## config.mk

```make
export PLATFORM = sky130hd
export DESIGN_NAME = clock_supervisor
export DESIGN_NICKNAME = d
export VERILOG_FILES = /design/src/clock_supervisor_pkg.sv /design/src/clock_supervisor.sv
export SDC_FILE = /design/constraint.sdc
export NUM_CORES = 1
export LEC_CHECK = 0
export BUFFER_PORTS_ARGS = -buffer_cell sky130_fd_sc_hd__buf_4
export CAP_MARGIN = 20
export CORE_UTILIZATION = 30
export CTS_CLUSTER_SIZE = 16
export DETAILED_ROUTE_END_ITERATION = 16
export GPL_ROUTABILITY_DRIVEN = 0
export MAX_ROUTING_LAYER = met4
export SLEW_MARGIN = 10
export SYNTH_ARGS = -nofsm -noshare
export SYNTH_HDL_FRONTEND = slang
export SYNTH_SLANG_ARGS = --single-unit
```

## constraint.sdc

```tcl
create_clock -name clock_i -period 3.1 [get_ports clock_i]
set_clock_uncertainty 0.1 [all_clocks]
set_input_delay 0.31 -clock clock_i [delete_from_list [all_inputs] [get_ports clock_i]]
set_output_delay 0.31 -clock clock_i [all_outputs]
set_load 0.005 [all_outputs]
```

## src/clock_supervisor_pkg.sv

```systemverilog
package clock_supervisor_pkg;

  // Oscillator modes held in the default source configuration
  localparam logic [2:0] MODE_LOW_POWER = 3'h0;
  localparam logic [2:0] MODE_CRYSTAL = 3'h1;
  localparam logic [2:0] MODE_HIGH_SPEED = 3'h2;
  localparam logic [2:0] MODE_RC = 3'h3;
  localparam logic [2:0] MODE_INTERNAL = 3'h4;
  localparam logic [2:0] MODE_EXT_CLOCK = 3'h5;

  // Source select encodings
  localparam logic [1:0] SRC_DEFAULT = 2'h0;
  localparam logic [1:0] SRC_TIMEKEEPING = 2'h1;

  // Counts
  localparam int STARTUP_CYCLES = 1024;
  localparam int FAST_SWITCH_CYCLES = 2;
  localparam int SAMPLE_DIVIDE = 64;
  localparam int SAMPLE_HALF = SAMPLE_DIVIDE / 2;
  localparam int CLOCK_MHZ = 50;
  localparam int PLL_LOCK_US = 2000;
  localparam int PLL_LOCK_CYCLES = PLL_LOCK_US * CLOCK_MHZ;

  // Register map of the plain port
  localparam logic [3:0] ADDR_CONTROL = 4'h0;
  localparam logic [3:0] ADDR_STATUS = 4'h1;
  localparam logic [3:0] ADDR_FLAGS = 4'h2;
  localparam logic [3:0] ADDR_IRQ_ENABLE = 4'h3;

  // Control register fields
  localparam int CTRL_SRC_LSB = 0;
  localparam int CTRL_FREQ_LSB = 3;
  localparam int CTRL_PLL_BIT = 7;

  // Values after reset
  localparam logic [1:0] SRC_RESET = 2'h0;
  localparam logic [3:0] FREQ_RESET = 4'h7;

endpackage : clock_supervisor_pkg

```

## src/clock_supervisor.sv

```systemverilog
// The address-and-strobe port and the placing of the registers are this design's own decisions.
`timescale 1ns/100ps
`default_nettype none
// Contract
// - Status flag set when system clock runs from configured external crystal source.
// - Start-up timer and status flag ignore the timekeeping oscillator.
// - Count 1024 external cycles before crystal modes drive the system clock; without two-speed the code selects external at once.
// - Non-crystal modes keep two-speed start-up disabled.
// - Count done before sleep sets flag and moves execution to external.
// - Sleep during start-up count aborts it and leaves flag clear.
// - Two-speed only with switchover bit, source select 00 and crystal mode; here the fail monitor bit also enables it.
// - Two-speed start-up entered after power-up timer and after wake-up.
// - Run internal while counting; on timeout sync edges, set flag, switch.
// - Switch delays: 2 cycles external or RC, 1024 crystal, 2 ms PLL.
// - Fail monitor enabled by configuration bit for every external mode.
// - Fail monitor inactive until start-up timer has expired.
// - Sample clock is low-frequency internal oscillator divided by 64.
// - Latch set on external falling edge, cleared on sample rising edge.
// - Failure when a full sample half-period passes without external low edge.
// - On failure switch to internal source and set fail flag.
// - Interrupt when fail flag and its enable are both set.
// - Fallback frequency is the programmed internal frequency select.
// - Fail condition cleared by reset, sleep or source select change.
// - Source change after failure restarts timer; on expiry return external.
// - Fail flag cannot be cleared while fail condition is active.
// - External clock and RC modes skip the start-up timer.
// - Enabling the fail monitor also enables two-speed start-up.
// - Source select 00 default, 01 timekeeping, 1x internal block.
// - Automatic switches leave source select unchanged.
module clock_supervisor (
  // Clock and reset
  input wire logic clock_i,
  input wire logic resetn_i,
  // Configuration and core events
  input wire logic [2:0] default_source_config_i,
  input wire logic switchover_enable_config_i,
  input wire logic fail_monitor_enable_config_i,
  input wire logic power_up_done_i,
  input wire logic sleep_i,
  input wire logic wake_i,
  // Oscillator pins and readiness
  input wire logic ext_osc_i,
  input wire logic low_freq_internal_osc_i,
  input wire logic timekeeping_osc_ready_i,
  // Register port
  input wire logic [3:0] addr_i,
  input wire logic [7:0] wdata_i,
  input wire logic write_i,
  input wire logic read_i,
  output logic [7:0] rdata_o,
  // Clock steering
  output logic use_external_o,
  output logic [3:0] internal_freq_select_o,
  output logic [1:0] source_select_o,
  output logic clock_hold_low_o,
  output logic pll_ready_o,
  output logic oscillator_fail_irq_o
);

  typedef enum logic [2:0] {ST_IDLE, ST_COUNT, ST_WAIT_INT, ST_HOLD, ST_RUN, ST_SLEEP} start_e;

  start_e state_r;
  logic [1:0] ext_sync_r;
  logic ext_prev_r;
  logic [1:0] lf_sync_r;
  logic lf_prev_r;
  logic [10:0] count_r;
  logic [4:0] div_r;
  logic sample_r;
  logic [5:0] half_r;
  logic seen_low_r;
  logic fail_cond_r;
  logic fail_flag_r;
  logic fail_ie_r;
  logic startup_timeout_status_r;
  logic [1:0] source_select_r;
  logic [3:0] internal_freq_select_r;
  logic pll_enable_r;
  logic [16:0] pll_count_r;
  logic pll_ready_r;
  logic [7:0] rdata_r;
  logic crystal_mode;
  logic ext_fall;
  logic lf_rise;
  logic sample_rise;
  logic wr_control;
  logic src_change;
  logic need_count;
  logic [10:0] count_target;
  logic monitor_on;
  logic fail_detect;
  logic [1:0] tk_sync_r;
  logic [1:0] pwr_sync_r;
  logic half_done;
  logic tk_ready;
  logic flag_clear;
  logic wr_irq_enable;
  logic use_external_r;
  logic clock_hold_low_r;
  logic fail_irq_r;

  // Edge detection after two-stage synchronisers
  assign ext_fall = ext_prev_r & ~ext_sync_r[1];
  assign lf_rise = ~lf_prev_r & lf_sync_r[1];
  assign crystal_mode = (default_source_config_i == clock_supervisor_pkg::MODE_LOW_POWER) |
                        (default_source_config_i == clock_supervisor_pkg::MODE_CRYSTAL) |
                        (default_source_config_i == clock_supervisor_pkg::MODE_HIGH_SPEED);
  // Crystal needs long count, external clock and RC only two cycles
  assign need_count = crystal_mode;
  assign count_target = crystal_mode ?
    11'(clock_supervisor_pkg::STARTUP_CYCLES) :
    11'(clock_supervisor_pkg::FAST_SWITCH_CYCLES);
  assign wr_control = write_i & (addr_i == clock_supervisor_pkg::ADDR_CONTROL);
  assign src_change = wr_control &
    (wdata_i[clock_supervisor_pkg::CTRL_SRC_LSB +: 2] != source_select_r);
  assign sample_rise = lf_rise & (div_r == 5'h1F) & ~sample_r;
  // Half-period watch: the 32nd internal edge after a sample rise
  assign half_done = lf_rise & (half_r == 6'(clock_supervisor_pkg::SAMPLE_HALF - 1));
  assign tk_ready = tk_sync_r[1];
  assign flag_clear = write_i & (addr_i == clock_supervisor_pkg::ADDR_FLAGS) & ~wdata_i[0];
  assign wr_irq_enable = write_i & (addr_i == clock_supervisor_pkg::ADDR_IRQ_ENABLE);

  always_ff @(posedge clock_i or negedge resetn_i) begin
    if (!resetn_i) begin
      ext_sync_r <= 2'h0;
      ext_prev_r <= 1'b0;
    end else begin
      ext_sync_r <= {ext_sync_r[0], ext_osc_i};
      ext_prev_r <= ext_sync_r[1];
    end
  end

  // Low-frequency internal oscillator synchroniser
  always_ff @(posedge clock_i or negedge resetn_i) begin
    if (!resetn_i) begin
      lf_sync_r <= 2'h0;
      lf_prev_r <= 1'b0;
    end else begin
      lf_sync_r <= {lf_sync_r[0], low_freq_internal_osc_i};
      lf_prev_r <= lf_sync_r[1];
    end
  end

  // Timekeeping ready arrives from its own oscillator domain
  always_ff @(posedge clock_i or negedge resetn_i) begin
    if (!resetn_i) begin
      tk_sync_r <= 2'h0;
    end else begin
      tk_sync_r <= {tk_sync_r[0], timekeeping_osc_ready_i};
    end
  end

  // Power-up timer runs from the low-frequency oscillator
  always_ff @(posedge clock_i or negedge resetn_i) begin
    if (!resetn_i) begin
      pwr_sync_r <= 2'h0;
    end else begin
      pwr_sync_r <= {pwr_sync_r[0], power_up_done_i};
    end
  end

  // Sample clock: toggles every 32 internal cycles, period of 64
  always_ff @(posedge clock_i or negedge resetn_i) begin
    if (!resetn_i) begin
      div_r <= 5'h00;
      sample_r <= 1'b0;
    end else if (lf_rise) begin
      div_r <= div_r + 5'h01;
      if (div_r == 5'h1F) begin
        sample_r <= ~sample_r;
      end
    end
  end

  // Start-up sequencer
  always_ff @(posedge clock_i or negedge resetn_i) begin
    if (!resetn_i) begin
      state_r <= ST_IDLE;
      count_r <= 11'h000;
      startup_timeout_status_r <= 1'b0;
    end else begin
      unique case (state_r)
        ST_IDLE: begin
          startup_timeout_status_r <= 1'b0;
          count_r <= 11'h000;
          if (pwr_sync_r[1]) begin
            state_r <= ST_COUNT;
          end
        end
        ST_COUNT: begin
          if (sleep_i) begin
            count_r <= 11'h000;
            startup_timeout_status_r <= 1'b0;
            state_r <= ST_SLEEP;
          end else if (ext_fall) begin
            if (count_r == count_target - 11'h001) begin
              state_r <= ST_WAIT_INT;
            end else begin
              count_r <= count_r + 11'h001;
            end
          end
        end
        ST_WAIT_INT: begin
          if (sleep_i) begin
            state_r <= ST_SLEEP;
          end else if (~lf_prev_r | ~need_count) begin
            startup_timeout_status_r <= need_count;
            state_r <= ST_HOLD;
          end
        end
        ST_HOLD: begin
          if (sleep_i) begin
            startup_timeout_status_r <= 1'b0;
            state_r <= ST_SLEEP;
          end else if (ext_fall | ~need_count) begin
            state_r <= ST_RUN;
          end
        end
        ST_RUN: begin
          if (sleep_i) begin
            startup_timeout_status_r <= 1'b0;
            state_r <= ST_SLEEP;
          end else if (src_change) begin
            count_r <= 11'h000;
            startup_timeout_status_r <= 1'b0;
            state_r <= ST_COUNT;
          end
        end
        ST_SLEEP: begin
          count_r <= 11'h000;
          if (wake_i) begin
            state_r <= ST_COUNT;
          end
        end
      endcase
    end
  end

  // Fail detector: latch and half-period watch
  assign monitor_on = fail_monitor_enable_config_i & (state_r == ST_RUN);
  assign fail_detect = monitor_on & half_done & ~seen_low_r & ~ext_fall;

  always_ff @(posedge clock_i or negedge resetn_i) begin
    if (!resetn_i) begin
      seen_low_r <= 1'b0;
    end else if (ext_fall) begin
      seen_low_r <= 1'b1;
    end else if (sample_rise) begin
      seen_low_r <= 1'b0;
    end
  end

  always_ff @(posedge clock_i or negedge resetn_i) begin
    if (!resetn_i) begin
      half_r <= 6'h00;
    end else if (sample_rise) begin
      half_r <= 6'h00;
    end else if (lf_rise & (half_r != 6'(clock_supervisor_pkg::SAMPLE_HALF))) begin
      half_r <= half_r + 6'h01;
    end
  end

  // Fail condition clears on sleep, source change or timer expiry
  always_ff @(posedge clock_i or negedge resetn_i) begin
    if (!resetn_i) begin
      fail_cond_r <= 1'b0;
    end else if (fail_detect) begin
      fail_cond_r <= 1'b1;
    end else if (sleep_i | src_change | (state_r == ST_HOLD)) begin
      fail_cond_r <= 1'b0;
    end
  end

  // Sticky flag: set wins, clear blocked while condition active
  always_ff @(posedge clock_i or negedge resetn_i) begin
    if (!resetn_i) begin
      fail_flag_r <= 1'b0;
    end else if (fail_detect) begin
      fail_flag_r <= 1'b1;
    end else if (flag_clear & ~fail_cond_r) begin
      // Software clear loses to a new failure
      fail_flag_r <= 1'b0;
    end
  end

  // Software registers; automatic switches never touch source select
  always_ff @(posedge clock_i or negedge resetn_i) begin
    if (!resetn_i) begin
      source_select_r <= clock_supervisor_pkg::SRC_RESET;
      internal_freq_select_r <= clock_supervisor_pkg::FREQ_RESET;
      pll_enable_r <= 1'b0;
      fail_ie_r <= 1'b0;
    end else if (wr_control) begin
      source_select_r <= wdata_i[clock_supervisor_pkg::CTRL_SRC_LSB +: 2];
      internal_freq_select_r <= wdata_i[clock_supervisor_pkg::CTRL_FREQ_LSB +: 4];
      pll_enable_r <= wdata_i[clock_supervisor_pkg::CTRL_PLL_BIT];
    end else if (wr_irq_enable) begin
      fail_ie_r <= wdata_i[0];
    end
  end

  // PLL lock delay
  always_ff @(posedge clock_i or negedge resetn_i) begin
    if (!resetn_i) begin
      pll_count_r <= 17'h00000;
      pll_ready_r <= 1'b0;
    end else if (!pll_enable_r) begin
      pll_count_r <= 17'h00000;
      pll_ready_r <= 1'b0;
    end else if (pll_count_r == 17'(clock_supervisor_pkg::PLL_LOCK_CYCLES - 1)) begin
      pll_ready_r <= 1'b1;
    end else begin
      pll_count_r <= pll_count_r + 17'h00001;
    end
  end

  always_ff @(posedge clock_i or negedge resetn_i) begin
    if (!resetn_i) begin
      rdata_r <= 8'h00;
    end else if (read_i) begin
      unique case (addr_i)
        clock_supervisor_pkg::ADDR_CONTROL:
          rdata_r <= {pll_enable_r, internal_freq_select_r, 1'b0, source_select_r};
        clock_supervisor_pkg::ADDR_STATUS:
          rdata_r <= {5'h00, fail_cond_r, tk_ready,
                      startup_timeout_status_r};
        clock_supervisor_pkg::ADDR_FLAGS:
          rdata_r <= {7'h00, fail_flag_r};
        clock_supervisor_pkg::ADDR_IRQ_ENABLE:
          rdata_r <= {7'h00, fail_ie_r};
        default:
          rdata_r <= 8'h00;
      endcase
    end else begin
      rdata_r <= 8'h00;
    end
  end

  // Two-speed enable and source steering
  logic two_speed;
  assign two_speed = (switchover_enable_config_i | fail_monitor_enable_config_i) &
                     (source_select_r == clock_supervisor_pkg::SRC_DEFAULT) &
                     crystal_mode;

  // Default source runs external after start-up under two-speed, at once otherwise; never during failure
  always_ff @(posedge clock_i or negedge resetn_i) begin
    if (!resetn_i) begin
      use_external_r <= 1'b0;
      clock_hold_low_r <= 1'b0;
      fail_irq_r <= 1'b0;
    end else begin
      use_external_r <= (source_select_r == clock_supervisor_pkg::SRC_DEFAULT) &
                        (default_source_config_i != clock_supervisor_pkg::MODE_INTERNAL) &
                        ~fail_cond_r &
                        ((state_r == ST_RUN) | ~two_speed);
      clock_hold_low_r <= (state_r == ST_HOLD) & need_count;
      fail_irq_r <= fail_flag_r & fail_ie_r;
    end
  end

  // Outputs
  assign use_external_o = use_external_r;
  assign internal_freq_select_o = internal_freq_select_r;
  assign source_select_o = source_select_r;
  assign clock_hold_low_o = clock_hold_low_r;
  assign pll_ready_o = pll_ready_r;
  assign oscillator_fail_irq_o = fail_irq_r;
  assign rdata_o = rdata_r;

endmodule : clock_supervisor
`default_nettype wire

```

; After elaboration in Yosys (flattened, before gate mapping)
; Index checks and enable logic that the tools add are counted.
; W data, S select, Z words.
[word_totals]
word_cells = 159
ff_bits = 77
out_inout_bits = 18
[op_classes]
n_addsub = 5
bitwise_logic = 41
reduce_logical = 17
mux = 39
eq_ne = 32
[op_table]
columns = op, n
row1 = $mux W11, 6
row2 = $mux W17, 2
row3 = $mux W3, 11
row4 = $pmux W11 S3, 1
row5 = $pmux W8 S4, 1
row6 = $and A1 B1 Y1, 23
row7 = $ne A3 B3 Y1 const B, 7
row8 = $pmux W3 S6, 1
row9 = $add A17 B1 Y17 const B, 1
row10 = $eq A17 B17 Y1 const B, 1
row11 = $ne A2 B2 Y1 const B, 7
row12 = $mux W1, 13
row13 = $mux W6, 2
row14 = $add A11 B1 Y11 const B, 1
row15 = $eq A11 B11 Y1, 1
row16 = $sub A11 B1 Y11 const B, 1
row17 = $not A1 Y1, 10
row18 = $reduce_and A5 Y1, 2
row19 = $eq A3 B2 Y1 const B, 3
row20 = $eq A4 B2 Y1 const B, 2
row21 = $mux W8, 1
row22 = $or A1 B1 Y1, 8
row23 = $reduce_bool A2 Y1, 4
row24 = $reduce_and A7 Y1, 1
row25 = other kinds (18), 24

; Logic depth before layout (Yosys ltp)
; Gate-level depths: netlist of the first run.
[logic_depth]
depth_word = 10
mapped_depth = 7

; Least setup slack after synthesis of the first run
; No wires, ideal clock.
[synth_timing]
path_kind = reg-to-reg
start = register count_r[7]
end = register state_r[0]
stages_incl_launch_ff = 6
synth_period_minus_slack_ns = 2.134
path_buffers = 0
arrival_ns = 1.916
slack_ns = 0.966
cell_sequence = dfrtp_1 nand4_2 or4_4 and3_4 or4_4 a21o_1
[synth_between]
elab_chain_len = 3
[synth_lines]
columns = element, line_no
row1 = from (decl), clock_supervisor.sv:67  ; logic [10:0] count_r;
row2 = from (signal assigned), clock_supervisor.sv:199  ; count_r <= count_r + 11'h001;
row3 = $eq A11 B11 Y1, clock_supervisor.sv:196  ; if (count_r == count_target - 11'h001) begin
row4 = $ne A3 B3 Y1 (no source line), --
row5 = $reduce_and A7 Y1 (no source line), --
row6 = to (signal assigned), clock_supervisor.sv:194  ; state_r <= ST_SLEEP;
row7 = to (signal assigned), clock_supervisor.sv:197  ; state_r <= ST_WAIT_INT;
row8 = to (signal assigned), clock_supervisor.sv:205  ; state_r <= ST_SLEEP;
row9 = to (decl), clock_supervisor.sv:62  ; start_e state_r;
; Every way passes these cells.
; A chain may end at the register's enable or synchronous reset.

; Final worst setup path of the first run
[layout_timing]
start = register state_r[0]
end = register count_r[7]
[layout_between]
elab_chain_len = 4
[layout_lines]
columns = element, line_no
row1 = from (signal assigned), clock_supervisor.sv:178  ; state_r <= ST_IDLE;
row2 = from (signal assigned), clock_supervisor.sv:187  ; state_r <= ST_COUNT;
row3 = from (signal assigned), clock_supervisor.sv:194
row4 = $eq A3 B3 Y1 / $logic_not A3 Y1 (equally long branches), clock_supervisor.sv:182  ; unique case (state_r)
row5 = $reduce_or A2 Y1 (no source line), --
row6 = $reduce_bool A3 Y1 (no source line), --
row7 = $reduce_and A5 Y1 (no source line), --
; Parallel ways exist; a longest one is shown, timed or not.

==> results.md, run 1 <==
- The flow ran to the end, and the final reports show no timing, DRC or antenna violations.
- The number of placed instances, taps included is 546.
- The floorplan has 40 rows.
- Of the total power, the share spent switching nets is 0.295.
- Across the run, the number of max-cap violations was 0.
- The critical setup path kind is reg -> reg.
- The detail route stage leaves a number of antenna-violating nets equal to 0.
- During I/O placement, the number of pins put on the boundary was 45.
- The horizontal die dimension is 114 microns.
- The final layout contains routed wiring with a total length of 7440 microns.
- The global-route usage over all layers is 0.128.
- After technology mapping, the gate count stands at 344.
- Of the total power, the clock network draws 0.363.
- The clock slew at the register clock pins of the worst setup and hold paths is 0.06 ns.
- The share of total power dissipated in sequential elements is 0.428.
- The share of the Yosys chip area taken by registers is 0.516.
- The filler cells instantiated in the layout total 1189.
- The synthesis-to-layout area growth is 23.7%.
- The wire length of the first global-routing pass is 12700 microns.
- The number of detailed-routing iterations run before antenna repair is 4.
- The number of cells on the worst reg-to-reg path is 5.
- The async set-reset flop share out of synthesis is 1.00.
- The leakage power is 2.03 nW.
- The tree built by TritonCTS fans out to 77 sinks.
- The total design power is 0.00316 W.
- After global routing the overflow that remains totals 0.
- Along the worst path, the maximum fanout reaches 15.
- For this run, the number of Yosys warnings is 0.
- Routed signal wires occupy layers up through met4.
- The detailed router finished its first iteration with 147 violations.
- The signal arrival time at the worst endpoint is 2.46 ns.
- The routed layout has 2751 vias.
- The cell with the largest stage delay on the worst path is sky130_fd_sc_hd__dfrtp_1.
- The share of the clock period used by the worst path after layout is 0.742.
- The routed design uses 3570 microns of met2 wire.
- The share of synthesized area in the top cell type comes to 0.495.
- Setup violations remaining at the end of the flow were counted as 0.
- The synthesized area per cell is 10.9 sq um.
- For this run, the post-layout net count is 426.
- The cell-internal power is 0.00223 W.
- The worst hold path belongs to the class in -> async.
- The part of the total power dissipated in combinational logic is 0.208.
- The number of nets handed over by synthesis was 377.
- The tightest hold path in the finished design has a slack of 0.0108 ns.
- The vias per cell is 4.86.
- The number of standard cells in the layout, taps in and fillers out is 566.
- The post-route DRC violation count is 0.
- TritonCTS built the clock tree.
- The number of antenna violations at the first check in global routing is 0.
- The signal on the critical path passes through nor3b_2, nor2b_1, nand3_1, o41a_1, a31oi_1.
- IR analysis of the VDD net gives a maximum drop of 0.000380 V.
- The region available for standard cell placement spans 12100 sq um.
- Summed over all nets, the switching power comes to 0.000930 W.
- The H-tree generated during clock tree synthesis spans 3 levels.
- The data required time of the worst path is 3.25 ns.
- The instance area after placement is 4250 sq um.
- The number of buffers inserted during clock tree synthesis is 9.
- The buffer cell driving the clock tree root is sky130_fd_sc_hd__clkbuf_16.
- The count of buffers from port buffering is 43.
- After synthesis the netlist holds a flip-flop and latch count of 77.
- In this design, the stage delay of the slowest critical-path cell is 0.63 ns.
- The clock tree buffer depth is 2.
- STA classifies the critical path startpoint as a flop.
- The final hold violation count is 0.
- The per-cell routed wire length is 13.2 microns.
- The area of the die is 12900 sq um.
- At the pin with the least slew margin, the transition time is 0.942 ns.
- Setup repair after global routing left no endpoint under its margin.
- STA classifies the critical path endpoint as a flop.
- The met3 wirelength from detailed routing is 325 microns.
- The combined area of all synthesized cells is 3740 sq um.
- The worst path needs 2.30 ns of the cycle, external delays included.
- The number of global-route vias before repair came to 2694.
- The number of slew-limit violations in the final report is 0.
- The number of distinct standard cells referenced by the synthesized netlist is 65.
- Sorting the synthesized cells by area gives the leading types as sky130_fd_sc_hd__dfrtp_1, sky130_fd_sc_hd__xnor2_1, sky130_fd_sc_hd__mux2_2.
- The number of cells upsized or downsized after cts is 0.
- The most used flip-flop cell after synthesis is sky130_fd_sc_hd__dfrtp_1.
- The most frequent standard cell in the layout excluding fill and tap cells is sky130_fd_sc_hd__dfrtp_1.
- The worst relative slew slack is 0.372.
- For the final routed database, the setup TNS stands at 0 ns.
- With fillers left out, the area of the finished cells amounts to 4630 sq um.
- The highest attainable clock frequency is 0.435 GHz.
- The synthesized design contains 0 enable-type register cells.
- The library cells used most frequently in the layout, excluding fill and tap cells, are sky130_fd_sc_hd__dfrtp_1, sky130_fd_sc_hd__buf_4, sky130_fd_sc_hd__nand2_1.
- The effective utilization at floorplan is 0.310.
- The count of antenna diodes in the layout is 0.
- The wire length on met1 is 3470 microns.
- Dividing total power by cell area gives a power density of 682 nW/um^2.
- The library cell occupying the most area in the post-synthesis netlist is sky130_fd_sc_hd__dfrtp_1.
- Of the cells placed in the final design, the portion with a size suffix greater than 1 is 0.224.
- The chip height is 114 microns.
- Detailed placement ended at an HPWL of 5120 microns.
- The worst-skew pair later-pin latency is 0.33 ns.
- The pin count of the biggest net entering global routing is 78.
-- cells in the mapped netlist, types with 3 or more instances --
cell type                   n
sky130_fd_sc_hd__xor2_1     9
sky130_fd_sc_hd__a31oi_1    4
sky130_fd_sc_hd__inv_1      9
sky130_fd_sc_hd__ha_1       6
sky130_fd_sc_hd__o21ai_0   11
sky130_fd_sc_hd__a21o_1     4
sky130_fd_sc_hd__mux2i_1    5
sky130_fd_sc_hd__nor3_1    11
sky130_fd_sc_hd__mux2_2    10
sky130_fd_sc_hd__and3_1    10
sky130_fd_sc_hd__nand3_1   11
sky130_fd_sc_hd__nor4_1     5
sky130_fd_sc_hd__o22a_1     4
sky130_fd_sc_hd__dfrtp_1   74
sky130_fd_sc_hd__nor4b_1    4
sky130_fd_sc_hd__nor2_1    19
sky130_fd_sc_hd__a21oi_1    8
sky130_fd_sc_hd__nor2b_1   10
sky130_fd_sc_hd__clkbuf_1   8
sky130_fd_sc_hd__nand4_1   10
sky130_fd_sc_hd__dfstp_2    3
sky130_fd_sc_hd__or3_1      3
sky130_fd_sc_hd__xnor2_1   14
sky130_fd_sc_hd__and2_1    16
sky130_fd_sc_hd__or4b_1     3
sky130_fd_sc_hd__nand2_1   21
sky130_fd_sc_hd__o21a_1     3
-- repair_timing --
item / 4_1_cts / 5_1_grt
buffers inserted: 0 / 0
endpoints found under the hold margin: 4 / 0
hold buffers: 4 / 0
-- cells by family (layout without fill, tap and decap cells) --
logic type      count (synthesis)  count (layout)  synth area share
simple gates                  142             142             0.222
flops                          77              77             0.516
compound gates                 58              58             0.114
xor+xnor                       23              23            0.0538
buf+inv                        21              75            0.0217
mux                            17              17            0.0525
fa+ha+maj                       6               6            0.0201
-- flip-flops by register name, indices dropped and copies added (netlist names), 2 cells and up --
name                    cells
pll_count_r                17
tk_sync_r                   2
source_select_o             2
ext_sync_r                  2
lf_sync_r                   2
half_r                      6
internal_freq_select_o      4
div_r                       5
count_r                    11
pwr_sync_r                  2
rdata_o                     8
state_r                     3
-- per-layer routing --
metal,GRT usage,vias to the layer above
li1,-,1358
met1,0.158,1343
met2,0.198,43
met3,0.0351,7
met4,0.0553,0
met5,-,-
-- layout make-up --
cell class	count	area, sq um	area share
repair buffers	49	378	0.0816
multi-input cells	246	1740	0.375
clock inverters	5	82.6	0.0178
clock buffers	11	253	0.0546
well taps	168	210	0.0454
flip-flops and latches	77	1930	0.417
inverters	10	37.5	0.00811
-- critical path: cells and delay by family, from the launching register on --
family	cells	cell delay, ns
simple gates	3	0.88
compound gates	2	0.61
flops	1	0.63
-- power by group through the flow --
stage | clock [W] | sequential, W | combinational, W
floorplan | 0 | 0.00128 | 0.000518
global placement | 0 | 0.00136 | 0.000642
detailed placement | 0 | 0.00137 | 0.000651
CTS | 0.00119 | 0.00135 | 0.000662
global route | 0.00122 | 0.00138 | 0.000739
finish | 0.00115 | 0.00135 | 0.000658
-- path summary, 6_finish.rpt --
kind                       slack (ns)         endpoint          start
min reg2reg                      0.25    ext_sync_r[1]  ext_sync_r[0]
max reg2reg                      0.80       count_r[7]     state_r[0]
min                              0.01  pll_count_r[11]       resetn_i
min in group clock_i             0.11     pll_enable_r     wdata_i[7]
max in group asynchronous        2.27       rdata_o[1]       resetn_i
max                              0.80       count_r[7]     state_r[0]
-- stage by stage --
stage	util	setup WS [ns]
5_1_grt	0.384	0.600
2_1_floorplan	-	0.966
4_1_cts	0.384	0.799
6_report	0.384	0.799
3_3_place_gp	0.353	0.772
3_5_place_dp	0.353	0.777
(Power assumes the default switching activity.)
==> run 2: changes to the inputs <==
- clock period: 3.1 -> 2.4 ns (I/O delays scaled with it)
==> results.md, run 2 (synthesized netlist as in run 1, its figures left out) <==
- The share of the clock period used by the worst path after layout is 0.948 (was 0.742).
- The number of antenna violations at the first check in global routing was 0 (unchanged).
- The synthesis-to-layout area growth is 25.8% (was 23.7%).
- The via count came to 2828 (was 2751).
- The final routed wirelength across all metal layers is 7660 microns (was 7440 microns).
- The per-cell routed wire length is 13.3 microns (was 13.2 microns).
- The most frequent standard cell in the layout excluding fill and tap cells is sky130_fd_sc_hd__dfrtp_1 (unchanged).
- The proportion of total power due to net switching is 0.300 (was 0.295).
- The finished layout cell area is 4710 sq um (was 4630 sq um).
- The signal arrival time at the worst endpoint came to 2.39 ns (was 2.46 ns).
- The leakage power is 2.07 nW (was 2.03 nW).
- The area of the die is 12900 sq um (unchanged).
- The maximum resistive drop on vdd is 0.000391 V (was 0.000380 V).
- Run status: completed (unchanged).
- The data required time of the worst path is 2.52 ns (was 3.25 ns).
- The count of antenna diodes in the layout came to 0 (unchanged).
- The transition time at the pin with the least slew margin is 0.725 ns (was 0.942 ns).
- The reg-to-reg setup timing slack came to 0.13 ns (was 0.80 ns).
- The part of the total power dissipated in sequential elements is 0.409 (was 0.428).
- The number of rows created at floorplan is 40 (unchanged).
- The post-route DRC violation count is 0 (unchanged).
- The critical setup path kind is reg -> reg (unchanged).
- The chip height is 114 microns (unchanged).
- The worst-skew pair later-pin latency is 0.33 ns (about the same).
- The switching power total is 0.00124 W (was 0.000930 W).
- The remaining antenna violation count is 0 (unchanged).
- The ratio of cells with drive above 1 in the final layout is 0.242 (was 0.224).
- The number of slew-limit violations in the final report is 0 (unchanged).
- The register ranked first by flip-flop count is pll_count_r (unchanged).
- The total core area came to 12100 sq um (unchanged).
- The count of buffers from port buffering is 43 (unchanged).
- The aggregate negative setup slack is 0 ns (unchanged).
- The path category of the worst min-delay check is in -> reg (was in -> async).
- The part of the total power dissipated in combinational logic is 0.231 (was 0.208).
- The part of the total power dissipated in the clock network is 0.360 (was 0.363).
- The maximum level of the CTS H-tree is 3 (unchanged).
- The vias per cell came to 4.90 (was 4.86).
- The wire length of the first global-routing pass is 13300 microns (was 12700 microns).
- The DRC violation total after the first TritonRoute iteration is 163 (was 147).
- The instance area after placement is 4330 sq um (was 4250 sq um).
- The clock slew at the register clock pins of the worst setup and hold paths was 0.06 ns (about the same).
- The final hold violation count is 0 (unchanged).
- The horizontal die dimension is 114 microns (unchanged).
- The element type at the critical path start is a flop (unchanged).
- The number of global-route vias before repair is 2790 (was 2694).
- The worst relative slew slack is 0.510 (was 0.372).
- The buffer cell driving the clock tree root is sky130_fd_sc_hd__clkbuf_16 (unchanged).
- The CTS tree was done (unchanged).
- The number of buffers inserted during clock tree synthesis is 9 (unchanged).
- The number of top-level design ports is 45 (unchanged).
- The number of nets in the layout is 437 (was 426).
- The pin count of the biggest net entering global routing is 40 (was 78).
- The effective utilization at floorplan was 0.310 (unchanged).
- The maximum fanout along the worst path is 8 (was 15).
- The kind of capture point of the worst setup path is a flop (unchanged).
- The overall overflow remaining after global route is 0 (unchanged).
- Most frequent cells in the layout: sky130_fd_sc_hd__dfrtp_1, sky130_fd_sc_hd__buf_4, sky130_fd_sc_hd__nand2_1 (unchanged).
- The power per unit of standard cell area is 877 nW/um^2 (was 682 nW/um^2).
- The number of maximum-capacitance violations is 0 (unchanged).
- The clock sink count was 77 (unchanged).
- The number of setup violations in the final report came to 0 (unchanged).
- The cell-internal power is 0.00289 W (was 0.00223 W).
- The placed wire-length estimate after detailed placement was 5530 microns (was 5120 microns).
- The number of flip-flops in the largest register is 17 (unchanged).
- The highest attainable clock frequency is 0.440 GHz (was 0.435 GHz).
- The final critical path time including I/O delays and setup is 2.27 ns (was 2.30 ns).
- The number of detailed-routing iterations run before antenna repair was 4 (unchanged).
- Unrepaired setup endpoints after global routing: no (unchanged).
- The number of buffers inserted by post-CTS setup repair is 0 (unchanged).
- The clock tree buffer depth was 2 (unchanged).
- The global-route usage over all layers is 0.134 (was 0.128).
-- run 2: changes by cell type in the layout (fill, tap and decap cells not counted), sizes merged --
cell | before | now
clkinv | 3 | 0
dlygate4sd3 | 4 | 5
inv | 10 | 12
clkbuf | 11 | 10
clkinvlp | 0 | 2
buf | 45 | 55
-- run 2: area by class of cell --
| type | count | area, sq um |
|---|---|---|
| multi-input cells | 246 | 1740 |
| well taps | 168 | 210 |
| flip-flops and latches | 77 | 1930 |
| clock inverters | 6 | 92.6 |
| repair buffers | 60 | 463 |
| clock buffers | 10 | 239 |
| inverters | 10 | 37.5 |
| fillers | 1152 | 7350 |
-- run 2: worst max-delay path: stages (launching register included) --
cell                      delay (ns)
sky130_fd_sc_hd__dfrtp_1        0.47
sky130_fd_sc_hd__nand4_2        0.16
sky130_fd_sc_hd__or4_4          0.55
sky130_fd_sc_hd__and3_4         0.22
sky130_fd_sc_hd__or4_4          0.48
sky130_fd_sc_hd__a21o_1         0.19
-- run 2: metrics by stage --
step / util / setup slack (ns) / power, W / cells / hold WS, ns
after floorplan: - / 0.266 / 0.00232 / 344 / -0.156
after global placement: 0.359 / 0.167 / 0.00263 / 556 / 0.162
after detailed placement: 0.359 / 0.147 / 0.00266 / 556 / 0.154
after CTS: 0.390 / 0.135 / 0.00419 / 577 / 0.0192
after global routing: 0.390 / 0.0539 / 0.00439 / 577 / 0.0233
final: 0.390 / 0.125 / 0.00413 / 577 / 0.0375
-- run 2: power groups by stage --
stage	registers, W	logic, W	clock network (W)
2_1_floorplan	0.00165	0.000670	0
3_3_place_gp	0.00170	0.000927	0
3_5_place_dp	0.00172	0.000950	0
4_1_cts	0.00169	0.000961	0.00154
5_1_grt	0.00173	0.00108	0.00159
6_report	0.00169	0.000954	0.00149
-- run 2: final timing paths --
| kind | from | endpoint | cells after the start |
|---|---|---|---|
| min reg2reg | ext_sync_r[0] | ext_sync_r[1] | 0 |
| max | count_r[6] | state_r[0] | 5 |
| max reg2reg | count_r[6] | state_r[0] | 5 |
| min | wdata_i[6] | internal_freq_select_o[3] | 2 |
| max in group asynchronous | resetn_i | internal_freq_select_o[1] | 3 |
| min in group asynchronous | resetn_i | lf_prev_r | 2 |
-- run 2: layer usage --
layer  wire (microns)  vias to the layer above  track usage
met1             3610                     1394        0.170
met4               72                        0       0.0404
met3              291                        7       0.0377
met5                0                        -            -
li1                 -                     1375            -
met2             3690                       52        0.207
-- run 2: timing repair --
action / CTS / global route
hold buffers: 5 / 0
setup endpoints to repair: 0 / 0
hold endpoints to repair: 40 / 0
gates resized for setup: 0 / 0
==> run 3: changes to the inputs <==
- ABC_AREA: unset -> 1
==> results.md, run 3 <==
- The worst hold-check slack is -0.0502 ns (was 0.0375 ns).
- The DRC violation total after the first TritonRoute iteration is 194 (was 163).
- The maximum level of the CTS H-tree is 3 (unchanged).
- The net count of the mapped netlist came to 485 (was 377).
- The highest attainable clock frequency is 0.545 GHz (was 0.440 GHz).
- The via count is 3164 (was 2828).
- The number of setup violations in the final report is 0 (unchanged).
- The ratio of cells with drive above 1 in the final layout came to 0.173 (was 0.242).
- The core occupancy in the finished layout is 0.381 (was 0.390).
- The number of top-level design ports was 45 (unchanged).
- The number of antenna violations at the first check in global routing is 0 (unchanged).
- The part of the total power dissipated in combinational logic is 0.242 (was 0.231).
- The number of slew-limit violations in the final report is 0 (unchanged).
- The overall overflow remaining after global route was 0 (unchanged).
- The critical setup path kind is reg -> reg (unchanged).
- The post-synthesis instance total came to 452 (was 344).
- The remaining antenna violation count was 0 (unchanged).
- The buffer cell driving the clock tree root is sky130_fd_sc_hd__clkbuf_16 (unchanged).
- The share of the clock period used by the worst path after layout is 0.764 (was 0.948).
- The checks that failed: hold timing.
- The number of flip-flops in the largest register is 17 (unchanged).
- The effective utilization at floorplan came to 0.312 (was 0.310).
- The number of detailed-routing iterations run before antenna repair is 5 (was 4).
- The signal arrival time at the worst endpoint came to 1.98 ns (was 2.39 ns).
- The async set-reset flop share out of synthesis is 1.00 (unchanged).
- The combined area of all synthesized cells came to 3810 sq um (was 3740 sq um).
- The least setup slack across all paths after layout is 0.567 ns (was 0.125 ns).
- The aggregate negative setup slack is 0 ns (unchanged).
- The count of buffers from port buffering is 43 (unchanged).
- The area of the die came to 13100 sq um (was 12900 sq um).
- The final critical path time including I/O delays and setup is 1.83 ns (was 2.27 ns).
- The number of distinct standard cells referenced by the synthesized netlist is 36 (was 65).
- The part of the total power dissipated in the clock network came to 0.325 (was 0.360).
- The power per unit of standard cell area is 853 nW/um^2 (was 877 nW/um^2).
- The most instantiated flip-flop cell in the synthesis netlist is sky130_fd_sc_hd__dfrtp_1 (unchanged).
- The maximum resistive drop on vdd is 0.000443 V (was 0.000391 V).
- The number of global-route vias before repair is 3037 (was 2790).
- The number of nets in the layout was 542 (was 437).
- The placed wire-length estimate after detailed placement is 5860 microns (was 5530 microns).
- Run status: complete, but fails checks (was completed).
- The number of maximum-capacitance violations is 0 (unchanged).
- The element type at the critical path start is a flop (unchanged).
- The wire length of the first global-routing pass came to 14000 microns (was 13300 microns).
- The pin count of the biggest net entering global routing came to 78 (was 40).
- The switching power total is 0.00130 W (was 0.00124 W).
- The instance area after placement is 4330 sq um (about the same).
- The transition time at the pin with the least slew margin is 0.958 ns (was 0.725 ns).
- The number of warnings reported in the yosys synthesis log was 0 (unchanged).
- Most frequent cells in the layout: sky130_fd_sc_hd__nand2_1, sky130_fd_sc_hd__dfrtp_1, sky130_fd_sc_hd__inv_1 (was sky130_fd_sc_hd__dfrtp_1, sky130_fd_sc_hd__buf_4, sky130_fd_sc_hd__nand2_1).
- The number of storage elements in the synthesis netlist is 77 (unchanged).
- The count of antenna diodes in the layout is 0 (unchanged).
- The kind of capture point of the worst setup path is a flop (unchanged).
- The library cell occupying the most area in the post-synthesis netlist is sky130_fd_sc_hd__dfrtp_1 (unchanged).
- The per-cell routed wire length is 11.8 microns (was 13.3 microns).
- The post-placement worst setup slack is 0.542 ns (was 0.147 ns).
- The register ranked first by flip-flop count is pll_count_r (unchanged).
- The part of the total power dissipated in sequential elements is 0.434 (was 0.409).
- The leakage power is 2.25 nW (was 2.07 nW).
- The cell with the most instances after synthesis is sky130_fd_sc_hd__nand2_1 (was sky130_fd_sc_hd__dfrtp_1).
- The post-route DRC violation count was 0 (unchanged).
- The final routed wirelength across all metal layers is 8020 microns (was 7660 microns).
- The path category of the worst min-delay check is in -> async (was in -> reg).
- The number of buffers inserted by post-CTS setup repair is 0 (unchanged).
- The proportion of total power due to net switching was 0.328 (was 0.300).
- The area share of the largest cell type after synthesis is 0.487 (was 0.495).
- The total core area is 12200 sq um (was 12100 sq um).
- The horizontal die dimension is 115 microns (was 114 microns).
- The clock slew at the register clock pins of the worst setup and hold paths was 0.05 ns (was 0.06 ns).
- The number of rows created at floorplan is 40 (unchanged).
- The number of enable flip-flop cells after synthesis is 0 (unchanged).
- The final hold violation count is 45 (was 0).
- The cell-internal power came to 0.00267 W (was 0.00289 W).
- The synthesized area per cell came to 8.42 sq um (was 10.9 sq um).
- The CTS tree is done (unchanged).
- The maximum fanout along the worst path is 8 (unchanged).
- The chip height is 115 microns (was 114 microns).
- The number of filler instances in the final layout is 1273 (was 1152).
- The clock sink count came to 77 (unchanged).
- The number of buffers inserted during clock tree synthesis is 9 (unchanged).
- Unrepaired setup endpoints after global routing: no (unchanged).
- The most frequent standard cell in the layout excluding fill and tap cells is sky130_fd_sc_hd__nand2_1 (was sky130_fd_sc_hd__dfrtp_1).
- Leading post-synthesis cells by cell area: sky130_fd_sc_hd__dfrtp_1, sky130_fd_sc_hd__nand2_1, sky130_fd_sc_hd__inv_1 (was sky130_fd_sc_hd__dfrtp_1, sky130_fd_sc_hd__xnor2_1, sky130_fd_sc_hd__mux2_2).
- The data required time of the worst path is 2.55 ns (was 2.52 ns).
- The finished layout cell area is 4650 sq um (was 4710 sq um).
- The sequential cell area fraction in the yosys report is 0.507 (was 0.516).
- List of most frequent post-synthesis cells: sky130_fd_sc_hd__nand2_1, sky130_fd_sc_hd__dfrtp_1, sky130_fd_sc_hd__inv_1 (was sky130_fd_sc_hd__dfrtp_1, sky130_fd_sc_hd__nand2_1, sky130_fd_sc_hd__nor2_1).
- The synthesis-to-layout area growth came to 22.3% (was 25.8%).
- The vias per cell is 4.64 (was 4.90).
- The global-route usage over all layers is 0.139 (was 0.134).
- The worst-skew pair later-pin latency is 0.33 ns (about the same).
- The clock tree buffer depth is 2 (unchanged).
- The worst relative slew slack is 0.361 (was 0.510).
==> run 3: power groups by stage <==
stage	logic (W)	registers [W]	clock network [W]
5_1_grt	0.00111	0.00176	0.00137
3_5_place_dp	0.000960	0.00174	0
6_report	0.000959	0.00172	0.00129
3_3_place_gp	0.000940	0.00174	0
2_1_floorplan	0.000767	0.00168	0
4_1_cts	0.000969	0.00172	0.00132
==> run 3: metrics by stage <==
stage               cells  total power (W)
CTS                   682          0.00401
detailed placement    662          0.00270
floorplan             452          0.00244
finish                682          0.00397
global route          682          0.00424
global placement      662          0.00268
==> run 3: layout make-up <==
type                       count  area, sq um  share of cell area
clock buffer                  14          244              0.0524
clock inverter                 2         35.0             0.00753
inverter                      55          206              0.0444
multi-input combinational    314         1630               0.350
sequential                    77         1930               0.415
tap                          168          210              0.0452
timing repair buffer          52          400              0.0860
==> run 3: cell families after synthesis <==
kind of cell               share of synthesized area
xor gates and xnor gates                      0.0322
buffers and inverters                         0.0654
DFF                                            0.507
and+or+nand+nor                                0.269
AOI/OAI and AO/OA                              0.107
adders and majority gates                     0.0197
==> run 3: critical path, stage by stage, from the launching register on <==
cell and delay, ns:
sky130_fd_sc_hd__dfrtp_1 0.39, sky130_fd_sc_hd__ha_1 0.18, sky130_fd_sc_hd__nand2_1 0.05, sky130_fd_sc_hd__nor2_1 0.10, sky130_fd_sc_hd__ha_1 0.16, sky130_fd_sc_hd__inv_1 0.05, sky130_fd_sc_hd__nor3_1 0.24, sky130_fd_sc_hd__inv_1 0.19
sky130_fd_sc_hd__nand2_1 0.13, sky130_fd_sc_hd__nand3_1 0.08, sky130_fd_sc_hd__o21ai_0 0.08
==> run 3: metal layers <==
layer | global-route usage | wire length [microns] | share of wire
met4 | 0.0442 | 31 | 0.0039
met3 | 0.0339 | 332 | 0.041
met2 | 0.214 | 3720 | 0.46
met1 | 0.181 | 3930 | 0.49
met5 | - | 0 | 0
==> run 3: what timing repair did <==
action	4_1_cts	5_1_grt
hold endpoints to repair	4	0
gates resized for setup	0	0
hold buffers	4	0
==> run 3: path summary, 6_finish.rpt <==
check                              start                         to  slack [ns]  depth (start not counted)
setup / recovery                div_r[0]                  half_r[5]        0.57                         10
hold / removal                  resetn_i                 rdata_o[3]       -0.05                          1
setup reg to reg                div_r[0]                  half_r[5]        0.57                         10
hold reg to reg            pwr_sync_r[0]              pwr_sync_r[1]        0.25                          0
max in group asynchronous       resetn_i  internal_freq_select_o[1]        1.57                          2
min in group clock_i          wdata_i[4]  internal_freq_select_o[1]        0.02                          3
